$ cat src/design/pmw_params.svh
/*
  Constants for the PCI master burst write path: phase codes, widths and
  strobe levels. Assumes inclusion by bare name from design files.
*/
`ifndef PMW_PARAMS_SVH
`define PMW_PARAMS_SVH

// ****************************************
// Phase codes and levels
// ****************************************
`define PMW_PH_IDLE      4'h0
`define PMW_PH_ADDR_LOAD 4'h1
`define PMW_PH_BUS_XACT  4'h2
`define PMW_PH_BUS_TERM  4'h3
`define PMW_ASSERTED_N   1'b0
`define PMW_NEGATED_N    1'b1
`define PMW_DATA_W       32
`define PMW_BE_W         4
`define PMW_CNT_W        8
`define PMW_CMD_MEM_WR   4'h7

`endif

$ cat src/design/pmw_pkg.sv
/*
  Types for the PCI master burst write path.
  Assumes pmw_params.svh is reachable on the include path.
*/
`include "pmw_params.svh"
package pmw_pkg;
  // One staged word with its byte enables
  typedef struct packed {
    logic [`PMW_DATA_W-1:0] data;
    logic [`PMW_BE_W-1:0]   be_n;
  } pmw_word_s;

  // One-hot states of the master sequencer
  typedef enum logic [4:0] {
    PMW_IDLE  = 5'h01,
    PMW_REQ   = 5'h02,
    PMW_LOAD  = 5'h04,
    PMW_ADDR  = 5'h08,
    PMW_DATA  = 5'h10
  } pmw_state_e;
endpackage

$ cat src/design/pmw_burst_write.sv
/*
  PCI master burst write path: local master request, bus arbitration,
  address phase, and data phases with both ready handshakes.
  Assumes one PCI clock, inputs synchronous, termination handled elsewhere.
*/
`timescale 1ns/1ps
`default_nettype none
`include "pmw_params.svh"
module pmw_burst_write #(
  parameter int CNT_W = `PMW_CNT_W
) (
  // Clock and reset
  input  wire logic                   clk_sys,
  input  wire logic                   resetn,
  // Local master side
  input  wire logic                   local_wide_request_n,
  input  wire logic [`PMW_DATA_W-1:0] l_ad_in,
  input  wire logic [`PMW_BE_W-1:0]   local_byte_enables_n,
  input  wire logic [CNT_W-1:0]       requested_burst_length,
  input  wire logic                   local_ready_n,
  output logic                        local_grant_n,
  output logic                        local_xfer_ack_n,
  output logic [3:0]                  master_phase_code,
  output logic [CNT_W-1:0]            remaining_dword_count,
  // PCI side
  input  wire logic                   gntn,
  input  wire logic                   trdyn,
  output logic                        reqn,
  output logic                        framen,
  output logic                        framen_oe,
  output logic                        irdyn,
  output logic                        irdyn_oe,
  output logic [`PMW_DATA_W-1:0]      ad_out,
  output logic                        ad_oe,
  output logic [`PMW_BE_W-1:0]        cben_out,
  output logic                        cben_oe
);
  // ****************************************
  // State
  // ****************************************
  pmw_pkg::pmw_state_e st_r, st_nxt;
  logic [3:0]             phase_r, phase_nxt;
  logic                   reqn_r, reqn_nxt, lgnt_r, lgnt_nxt;
  logic                   frame_r, frame_nxt, irdy_r, irdy_nxt;
  logic                   oe_r, oe_nxt;
  logic                   req_d_r, gnt_d_r, rdy_d_r;
  logic [`PMW_DATA_W-1:0] ad_r, ad_nxt, addr_r, addr_nxt;
  logic [`PMW_BE_W-1:0]   cbe_r, cbe_nxt, cmd_r, cmd_nxt;
  logic [CNT_W-1:0]       len_r, len_nxt;
  pmw_pkg::pmw_word_s     stage_r, stage_nxt;
  logic                   stage_v_r, stage_v_nxt;
  logic                   phase_done, cnt_load, local_take;

  initial begin
    if (CNT_W < 2) $error("burst length width too small");
  end

  assign phase_done = !irdy_r && !trdyn;
  assign cnt_load   = st_r == pmw_pkg::PMW_ADDR;
  // A word is taken in the cycle its acknowledge shows, so the local master
  // never sees one word taken twice; needs two ready cycles and room
  assign local_take = (st_r == pmw_pkg::PMW_DATA) && !rdy_d_r && !local_ready_n &&
                      (!stage_v_r || irdy_r || phase_done);

  pmw_dword_counter #(.CNT_W(CNT_W)) u_cnt (
    .clk_sys  (clk_sys),
    .resetn   (resetn),
    .load     (cnt_load),
    .load_val (len_r),
    .step     (phase_done),
    .count    (remaining_dword_count),
    .last     ()
  );

  // ****************************************
  // Sequencer and bus drive
  // ****************************************
  // Next values; staging one word lets the bus keep order even when the
  // target stalls, at the cost of one register stage.
  always_comb begin
    st_nxt      = st_r;
    phase_nxt   = phase_r;
    reqn_nxt    = reqn_r;
    lgnt_nxt    = `PMW_NEGATED_N;
    frame_nxt   = frame_r;
    irdy_nxt    = irdy_r;
    oe_nxt      = oe_r;
    ad_nxt      = ad_r;
    cbe_nxt     = cbe_r;
    addr_nxt    = addr_r;
    cmd_nxt     = cmd_r;
    len_nxt     = len_r;
    stage_nxt   = stage_r;
    stage_v_nxt = stage_v_r;
    case (st_r)
      pmw_pkg::PMW_IDLE: begin
        phase_nxt = `PMW_PH_IDLE;
        if (!local_wide_request_n) begin
          reqn_nxt = `PMW_ASSERTED_N;
          addr_nxt = l_ad_in;
          cmd_nxt  = local_byte_enables_n;
          len_nxt  = requested_burst_length;
          st_nxt   = pmw_pkg::PMW_REQ;
        end
      end
      pmw_pkg::PMW_REQ: begin
        if (!gntn && frame_r) begin
          lgnt_nxt = `PMW_ASSERTED_N;
          st_nxt   = pmw_pkg::PMW_LOAD;
        end
      end
      pmw_pkg::PMW_LOAD: begin
        if (!req_d_r && !gnt_d_r) begin
          phase_nxt = `PMW_PH_ADDR_LOAD;
          st_nxt    = pmw_pkg::PMW_ADDR;
        end
      end
      pmw_pkg::PMW_ADDR: begin
        if (!gntn) begin
          frame_nxt = `PMW_ASSERTED_N;
          oe_nxt    = 1'b1;
          ad_nxt    = addr_r;
          cbe_nxt   = cmd_r;
          phase_nxt = `PMW_PH_BUS_XACT;
          st_nxt    = pmw_pkg::PMW_DATA;
        end
      end
      default: begin
        reqn_nxt  = `PMW_NEGATED_N;
        frame_nxt = `PMW_ASSERTED_N;
        // irdy only while ad holds a real word, so no junk phase completes
        if (irdy_r || phase_done) begin
          if (stage_v_r) begin
            ad_nxt      = stage_r.data;
            cbe_nxt     = stage_r.be_n;
            irdy_nxt    = `PMW_ASSERTED_N;
            stage_v_nxt = local_take;
          end else if (local_take) begin
            ad_nxt   = l_ad_in;
            cbe_nxt  = local_byte_enables_n;
            irdy_nxt = `PMW_ASSERTED_N;
          end else begin
            irdy_nxt = `PMW_NEGATED_N;
          end
        end else if (local_take) begin
          stage_v_nxt = 1'b1;
        end
        if (local_take) begin
          stage_nxt = '{data: l_ad_in, be_n: local_byte_enables_n};
        end
      end
    endcase
  end

  // Registers, strobes inactive at reset
  always_ff @(posedge clk_sys or negedge resetn) begin
    if (!resetn) begin
      st_r      <= pmw_pkg::PMW_IDLE;
      phase_r   <= `PMW_PH_IDLE;
      reqn_r    <= `PMW_NEGATED_N;
      lgnt_r    <= `PMW_NEGATED_N;
      frame_r   <= `PMW_NEGATED_N;
      irdy_r    <= `PMW_NEGATED_N;
      oe_r      <= 1'b0;
      req_d_r   <= `PMW_NEGATED_N;
      gnt_d_r   <= `PMW_NEGATED_N;
      rdy_d_r   <= `PMW_NEGATED_N;
      ad_r      <= '0;
      cbe_r     <= '0;
      addr_r    <= '0;
      cmd_r     <= '0;
      len_r     <= '0;
      stage_r   <= '0;
      stage_v_r <= 1'b0;
    end else begin
      st_r      <= st_nxt;
      phase_r   <= phase_nxt;
      reqn_r    <= reqn_nxt;
      lgnt_r    <= lgnt_nxt;
      frame_r   <= frame_nxt;
      irdy_r    <= irdy_nxt;
      oe_r      <= oe_nxt;
      req_d_r   <= local_wide_request_n;
      gnt_d_r   <= gntn;
      rdy_d_r   <= local_ready_n;
      ad_r      <= ad_nxt;
      cbe_r     <= cbe_nxt;
      addr_r    <= addr_nxt;
      cmd_r     <= cmd_nxt;
      len_r     <= len_nxt;
      stage_r   <= stage_nxt;
      stage_v_r <= stage_v_nxt;
    end
  end

  assign master_phase_code = phase_r;
  assign reqn              = reqn_r;
  assign local_grant_n     = lgnt_r;
  assign local_xfer_ack_n  = local_take ? `PMW_ASSERTED_N : `PMW_NEGATED_N;
  assign framen            = frame_r;
  assign framen_oe         = oe_r;
  assign irdyn             = irdy_r;
  assign irdyn_oe          = oe_r;
  assign ad_out            = ad_r;
  assign ad_oe             = oe_r;
  assign cben_out          = cbe_r;
  assign cben_oe           = oe_r;
endmodule
`default_nettype wire

$ cat src/design/pmw_dword_counter.sv
/*
  Remaining-dword counter: loads the burst length, steps down once per
  completed data phase. Assumes a single clock and async low reset.
*/
`timescale 1ns/1ps
`default_nettype none
`include "pmw_params.svh"
module pmw_dword_counter #(
  parameter int CNT_W = `PMW_CNT_W
) (
  // Clock and reset
  input  wire logic             clk_sys,
  input  wire logic             resetn,
  // Control
  input  wire logic             load,
  input  wire logic [CNT_W-1:0] load_val,
  input  wire logic             step,
  // State
  output logic      [CNT_W-1:0] count,
  output logic                  last
);
  logic [CNT_W-1:0] count_r;
  logic [CNT_W-1:0] count_nxt;

  initial begin
    if (CNT_W < 2) $error("counter too narrow");
  end

  // Load wins over step; never wraps below zero
  always_comb begin
    count_nxt = count_r;
    if (load) begin
      count_nxt = load_val;
    end else if (step && count_r != '0) begin
      count_nxt = count_r - CNT_W'(1);
    end
  end

  // Counter register, cleared on reset
  always_ff @(posedge clk_sys or negedge resetn) begin
    if (!resetn) begin
      count_r <= '0;
    end else begin
      count_r <= count_nxt;
    end
  end

  assign count = count_r;
  assign last  = (count_r == CNT_W'(1));
endmodule
`default_nettype wire

$ cat config.mk
export PLATFORM = sky130hd
export DESIGN_NAME = pmw_burst_write
export DESIGN_NICKNAME = d
export VERILOG_FILES = /design/src/design/pmw_pkg.sv /design/src/design/pmw_burst_write.sv /design/src/design/pmw_dword_counter.sv
export VERILOG_INCLUDE_DIRS = /design/src /design/src/design
export SDC_FILE = /design/constraint.sdc
export NUM_CORES = 1
export LEC_CHECK = 0
export BUFFER_PORTS_ARGS = -buffer_cell sky130_fd_sc_hd__buf_4
export CAP_MARGIN = 5
export CORE_MARGIN = 2
export CORE_UTILIZATION = 60
export CTS_BUF_LIST = sky130_fd_sc_hd__clkbuf_4
export DETAILED_ROUTE_END_ITERATION = 8
export PLACE_DENSITY = 0.84
export SYNTH_ARGS = -nofsm -noshare
export SYNTH_HDL_FRONTEND = slang
export SYNTH_HIERARCHICAL = 1
export SYNTH_SLANG_ARGS = --single-unit
export TNS_END_PERCENT = 50
$ cat constraint.sdc
create_clock -name clk_sys -period 4.75 [get_ports clk_sys]
set_input_delay 0.7125 -clock clk_sys [delete_from_list [all_inputs] [get_ports clk_sys]]
set_output_delay 0.7125 -clock clk_sys [all_outputs]
set_load 0.05 [all_outputs]
# After elaboration in Yosys (flattened, before gate mapping)
# Index checks and enable logic that the tools add are counted.
# Widths: inputs -> output; s select.
[classes]
addsub = 1
eq_ne = 9
n_mux = 31
bitwise = 5
n_reduce_logical = 38
[ops]
columns = ["operator", "count"]
rows = [
  ["$mux 32", 4],
  ["$pmux 32 s2", 1],
  ["$mux 4", 6],
  ["$mux 5", 4],
  ["$pmux 5 s4", 1],
  ["$mux 8", 2],
  ["$reduce_and 2->1", 7],
  ["$pmux 4 s3", 1],
  ["$mux 1", 9],
  ["$logic_not 1->1", 8],
  ["$ne 2x2->1 const B", 4],
  ["$pmux 4 s2", 1],
  ["$reduce_bool 8->1", 1],
  ["$sub 8x1->8 const B", 1],
  ["$logic_and 1x1->1", 7],
  ["$reduce_bool 2->1", 3],
  ["$reduce_bool 3->1", 2],
  ["$reduce_or 3->1", 2],
  ["$eq 5x1->1 const B", 1],
  ["$eq 5x2->1 const B", 1],
  ["$eq 5x3->1 const B", 1],
  ["$eq 5x4->1 const B", 1],
  ["$eq 5x5->1 const B", 1],
  ["$not 1->1", 5],
  ["7 further kinds", 10],
]
[word_totals]
regBits = 142
inputBits = 50
word_cells = 103

# Longest topological paths before layout
# Gate-level depths: netlist (run 1).
[depth]
ltp_word = 8
mapped_depth = 9
mapped_depth_nobuf = 6

# Cells and area by module
# The synthesis (run 1) kept the hierarchy.
[by_module_without_submodules]
columns = ["module", "instances", "cells_each", "area_each_um2", "seq_area_each_um2"]
rows = [
  ["pmw_burst_write", 1, 492, 5829.3, 3313.2],
  ["pmw_dword_counter", 1, 55, 540.5, 200.2],
]

# Worst setup path after synthesis (run 1)
# No wires, ideal clock.
[synth_timing]
path_kind = "input to output"
startpoint = "in trdyn"
endpoint = "out local_xfer_ack_n"
arrival_ps = 1650
required_time_ps = 4038
setup_slack_ps = 2387
stages = 4
path_buffers = 1
path_cell_list = "nor2b_1 -> nand2_1 -> nand2_1 -> buf_2"
[synth_via]
elab_chain_len = 5
[synth_rtl]
columns = ["element", "line", "rtl"]
rows = [
  ["from (decl)", "pmw_burst_write.sv:27", "input wire logic trdyn,"],
  ["$logic_not 1->1", "pmw_burst_write.sv:58", "assign phase_done = !irdy_r && !trdyn;"],
  ["$logic_and 1x1->1", "pmw_burst_write.sv:58", ""],
  ["$logic_or 1x1->1", "pmw_burst_write.sv:63", "(!stage_v_r || irdy_r || phase_done);"],
  ["$logic_and 1x1->1", "pmw_burst_write.sv:62", "assign local_take = (st_r == pmw_pkg::PMW_DATA) && !rdy_d_r && !local_ready_n &&"],
  ["$mux 1", "-", ""],
  ["to (decl)", "pmw_burst_write.sv:22", "output logic local_xfer_ack_n,"],
]
# Every way passes these cells.

# Worst setup path after layout (run 1)
[layout_timing]
startpoint = "reg stage_v_r"
endpoint = "out local_xfer_ack_n"
[layout_via]
elab_chain_len = 5
[layout_rtl]
columns = ["element", "line", "rtl"]
rows = [
  ["from (decl)", "pmw_burst_write.sv:51", "logic stage_v_r, stage_v_nxt;"],
  ["from (signal assigned)", "pmw_burst_write.sv:192", "stage_v_r <= stage_v_nxt;"],
  ["$logic_not 1->1", "pmw_burst_write.sv:63", ""],
  ["$logic_or 1x1->1 (2 in a row)", "pmw_burst_write.sv:63", ""],
  ["$logic_and 1x1->1", "pmw_burst_write.sv:62", ""],
  ["$mux 1", "-", ""],
]
# Every way passes these cells.

==> key figures, run 1 <==
Flow run
  • Max Cap Viol: 0

Min path
  • Hold Path Class: in2async

Setup path
  • FF-to-FF End: st_r[0]
  • Crit path max fanout: 26
  • R2r setup slk: around 2.1 ns
  • Crit Path Category: reg2out
  • Worst r2r path cells: 7
  • Reg2reg start: st_r[1]
  • Worst Setup End Kind: output pin
  • CP startpoint kind: flip-flop
  • Req. time, crit path: slightly above 4 ns
  • CP arrival: 2.51 ns

Yosys
  • Cell count after synthesis: 545
  • Syn. warnings: 6
  • Avg Cell Area, Syn: 11.65 µm²
  • Syn Std Cell Area: 6349 µm²

STA
  • Fin. max-slew vios: 0
  • WHS: 0.2750 ns
  • Period Utilization, post-route: 67.94%
  • Endpoints failing hold: 0
  • Least-Margin Pin Slew: 0.9121 ns
  • RSZ-0062 raised after global routing: no
  • Setup TNS: 0 ns
  • Slew headroom: around two fifths
  • Endpoints failing setup: 0
  • Fmax: between 300 and 400 MHz
  • Fin crit period: 3.227 ns
  • Fin Clk Skew: about 0.018 ns

GRT
  • GRT overflow: 0
  • First-pass GRT wire length: about 22,000 µm
  • Pin count of the biggest net entering global routing: 105
  • Vias in the first global route: approximately 4,500
  • Total track usage: approximately 24%
  • Initial antenna violation count: 0

CTS
  • Clk_lat worst skew: 0.52 ns
  • Clk slew on worst S/H paths: about 0.11 ns
  • Cts repair resizes: 0
  • Clock Path Buffers: 2
  • # hold bufs at CTS: 0
  • Total clock buffers created by CTS: 17
  • CTS tree: yes
  • CTS sink count: 140
  • CTS HTree Levels: 4
  • Setup Buffers After CTS: 0
  • Root buf cell: clkbuf_4

Power and ir drop
  • Worst vdd ir: 0.4638 mV
  • Leak: about 3.4 nW
  • Pwr Density: around 540 nW/µm²
  • Total power: between 0.004 and 0.005 W

Die
  • Die H: around 110 µm
  • Die ar.: 11,420 µm²
  • Die width: 106.9 µm
  • Row cnt: 37
  • Initial Utilization: 61.77%
  • Core area: a little over 10,000 µm²
  • Io pins: 107

Drt
  • Routed wire per std cell: 16.41 µm
  • Average vias per placed instance: 5.596
  • Antenna-violating nets left: 0
  • Post-Route WL: around 13,000 µm
  • DRC Markers: 0
  • DR vias: around 4,400
  • Drt initial violations: 243
  • Drt pass-1 iters: 5

Placement
  • Port bufs: 104
  • Gp weighted congestion: 0.8354
  • Final HPWL DP: around 8600 µm

Cells and area
  • Antenna diodes: 0
  • Most common cell after layout, fill and taps aside: dfrtp_1
  • Share of cells above drive strength 1: 37.16%
  • Leading cell types in the layout, fill and taps excluded: dfrtp_1 (131), buf_4 (110), mux2_2 (81)
  • Nets@finish: between 600 and 700
  • Fill cell count: around 750
  • Syn-to-layout area delta: 17.30%
  • Area of the multi-input gates: 2610 µm²
  • FF/Latch Area: around 3500 µm²

Run status
  • Status: completed
## power by group
part / internal (W) / leakage (nW) / switching, W
clock: 0.000370 / 0.149 / 0.000414
combinational: 0.000515 / 1.52 / 0.000941
sequential: 0.00154 / 1.71 / 0.000231
total: 0.00243 / 3.38 / 0.00159
## sequential cells by signal, summed over array words and instances, names as in the netlist
| register | flops |
|---|---|
| framen | 1 |
| local_grant_n | 1 |
| stage_r | 36 |
| rdy_d_r | 1 |
| master_phase_code | 2 |
| req_d_r | 1 |
| cben_out | 4 |
| addr_r | 32 |
| irdyn | 1 |
| ad_oe | 1 |
| cmd_r | 4 |
| reqn | 1 |
| ad_out | 32 |
| stage_v_r | 1 |
| st_r | 5 |
| u_cnt/count | 8 |
| gnt_d_r | 1 |
| len_r | 8 |
## worst max-delay path, stage by stage (launching register included)
cell and delay (ns):
dfrtp_2 0.69, buf_4 0.49, nand2_1 0.16, nand2_2 0.35
buf_4 0.28
## routing by layer
metal | vias up | global-route usage [%] | wire length (µm)
met4 | 0 | 7.978 | 99
li1 | 2092 | - | -
met5 | - | 0 | 0
met1 | 2202 | 31.14 | 5545
met2 | 114 | 41.13 | 6653
met3 | 13 | 5.410 | 667
## stage by stage
step	utilization [%]	setup WS [ns]	std cells	instance area, µm²
after floorplan	-	2.387	546	6352
after global placement	69.61	2.022	758	7154
after detailed placement	69.61	1.926	758	7154
after CTS	72.46	1.492	790	7447
after global routing	72.46	1.412	790	7447
final	72.46	1.523	790	7447
## cell type report
class / count / share of cell area (%)
Inverter: 6 / 0.3024
Multi-Input combinational cell: 365 / 35.05
Timing Repair Buffer: 111 / 11.24
Clock buffer: 19 / 1.915
Tap cell: 136 / 2.285
Clock inverter: 13 / 2.016
Sequential cell: 140 / 47.19
## worst max path at each step
stage	startpoint	end	slack (ns)	cells past startpoint
finish	stage_v_r	local_xfer_ack_n	1.52	4
global route	stage_v_r	local_xfer_ack_n	1.41	4
CTS	stage_v_r	local_xfer_ack_n	1.49	4
detailed placement	trdyn	ad_out[22]	1.93	7
global placement	trdyn	ad_out[24]	2.02	6
floorplan	trdyn	local_xfer_ack_n	2.39	4
No activity file was read; power rests on OpenSTA's default activity.
==> inputs of run 2 (changes only) <==
- ABC_AREA: not set -> 1
- CORE_UTILIZATION: 60 -> 53
- PLACE_DENSITY: 0.84 -> 0.78
- clock period: 4.75 -> 2.8 ns (I/O delays scaled with it)
==> key figures, run 2 <==
Run status
  • Status: completed

Power and ir drop
  • Pwr Density: between 400 and 500 nW/µm²
  • P_sw: between 0.0008 and 0.0009 W
  • Switching Fraction: 24.02%
  • Clock power share: 36.7%
  • Pint: 0.002752 W
  • Part of the power in registers: 57.3%
  • Leak: 4.199 nW
  • Power share of the combinational group: 5.9%
  • Worst vdd ir: 0.2289 mV

Placement
  • Placed cell area: 7569 µm²
  • Gp weighted congestion: 0.8438
  • Port bufs: 104
  • Final HPWL DP: between 9000 and 10,000 µm

CTS
  • CTS HTree Levels: 4
  • Setup Buffers After CTS: 0
  • CTS sink count: between 100 and 150
  • Clk_lat worst skew: about 0.56 ns
  • Clock Path Buffers: 2
  • Total clock buffers created by CTS: 17
  • CTS tree: yes
  • Root buf cell: clkbuf_4
  • Clk slew on worst S/H paths: 0.13 ns

GRT
  • Vias in the first global route: about 5,200
  • Total track usage: a little under a quarter
  • Initial antenna violation count: 1
  • First-pass GRT wire length: ~24,000 µm
  • GRT overflow: 0
  • Pin count of the biggest net entering global routing: between 60 and 70

STA
  • RSZ-0062 raised after global routing: no
  • Least-Margin Pin Slew: around 1.1 ns
  • Period Utilization, post-route: between 90 and 100%
  • Fmax: roughly 390 MHz
  • Endpoints failing setup: 0
  • Fin crit period: 2.554 ns
  • Fin. max-slew vios: 0
  • Endpoints failing hold: 0
  • Slew headroom: 26.13%
  • Fin Clk Skew: 0.01751 ns
  • Setup TNS: 0 ns

Cells and area
  • Reg with most FFs: stage_r
  • Share of cells above drive strength 1: 19.85%
  • FF/Latch Area: 3515 µm²
  • Area of the multi-input gates: 2625 µm²
  • Fill cell count: 1,135
  • Leading cell types in the layout, fill and taps excluded: nand2_1 (316), dfrtp_1 (131), o21ai_0 (116)
  • Final Cell Area: 7894 µm²
  • Max reg flops: 36
  • Nets@finish: 991
  • Most common cell after layout, fill and taps aside: nand2_1
  • Syn-to-layout area delta: 16.04%

Min path
  • Worst Hold Path Cells: 3
  • Endpoint, Worst Hold: len_r[0]
  • Hold Path Class: in2reg
  • Worst hold path startpoint: requested_burst_length[0]

Die
  • Initial Utilization: 54.13%
  • Io pins: 107
  • Die width: 117.3 µm
  • Row cnt: about 40
  • Die H: 117.3 µm
  • Core area: 12,570 µm²
  • Die ar.: around 14,000 µm²

Setup path
  • Worst r2r path cells: 7
  • Worst path max stage delay: 0.86 ns
  • Crit path max fanout: 38
  • CP startpoint kind: flip-flop
  • Worst Setup End Kind: flip-flop
  • Levels on crit path: 7
  • CP bufs+invs: 0
  • Req. time, crit path: around 3.3 ns
  • Crit Path Category: reg2reg
  • Top delay family on crit path: simple AND/OR/NAND/NOR gates
  • Worst-path cell chain: nor2_2 > nand2_2 > nand2_2 > nor2_4 > nand2_4 > nand2_1 > nand2_1
  • CP arrival: 3.01 ns
  • FF-to-FF End: ad_out[22]
  • Crit-path slowest cell: nor2_4
  • R2r setup slk: ~0.25 ns
  • Reg2reg start: st_r[0]

Drt
  • Antenna-violating nets left: 0
  • Drt pass-1 iters: 6
  • Routed wire per std cell: 12.86 µm
  • DRC Markers: 0
  • Average vias per placed instance: 5.008
  • DR vias: 5,634
  • Drt initial violations: 447
  • Post-Route WL: 14,470 µm

Flow run
  • Max Cap Viol: 0

Yosys
  • Syn Std Cell Area: 6803 µm²
  • Avg Cell Area, Syn: 8.022 µm²
  • Cell count after synthesis: 848
  • Syn. warnings: 6
-- run 2: cell type report --
cell class	count	area share, %
inverter	93	4.422
clock inverter	15	1.965
timing repair buffer	117	11.46
sequential	140	44.52
tap	172	2.726
multi-input combinational	570	33.25
clock buffer	17	1.617
antenna	1	0.03170
-- run 2: repair_timing --
action / CTS / global route
gates resized for setup: 0 / 0
hold buffers: 4 / 0
hold endpoints to repair: 67 / 0
-- run 2: worst max-delay path by stage --
stage                     startpoint          endpoint  slack (ns)
after global placement       st_r[0]        ad_out[18]        0.28
final                        st_r[0]        ad_out[22]        0.25
after CTS                    st_r[0]        ad_out[22]        0.19
after detailed placement     st_r[0]        ad_out[27]        0.23
after global routing         st_r[0]         ad_out[2]        0.02
after floorplan                irdyn  local_xfer_ack_n        0.97
-- run 2: metal layers --
layer  vias to the layer above  track usage, %  wire (µm)
met5                         -               0          0
met4                         0           9.176        267
met3                        24           4.634        637
met2                       134           36.05       6742
met1                      2643           30.63       6824
li1                       2833               -          -
-- run 2: through the flow --
stage	setup WS, ns	hold slack [ns]	total power [W]	cells	utilization, %
floorplan	0.9658	0.1244	0.002202	849	-
global placement	0.2790	0.4533	0.002325	1088	60.22
detailed placement	0.2349	0.4574	0.002329	1088	60.22
CTS	0.1903	0.02129	0.003653	1124	62.79
global route	0.02311	0.03681	0.003775	1125	62.81
finish	0.2463	0.06276	0.003621	1125	62.81
-- run 2: tightest hold or removal path, delay by kind of cell --
family | cells | cell delay [ns]
buffers and inverters | 1 | 0.08
and+or+nand+nor | 2 | 0.09
-- run 2: power by group through the flow --
stage | logic (W) | registers [W] | clock network [W]
2_1_floorplan | 0.0000886 | 0.00211 | 0
3_3_place_gp | 0.000211 | 0.00211 | 0
3_5_place_dp | 0.000213 | 0.00212 | 0
4_1_cts | 0.000219 | 0.00208 | 0.00136
5_1_grt | 0.000249 | 0.00208 | 0.00144
6_report | 0.000215 | 0.00208 | 0.00133
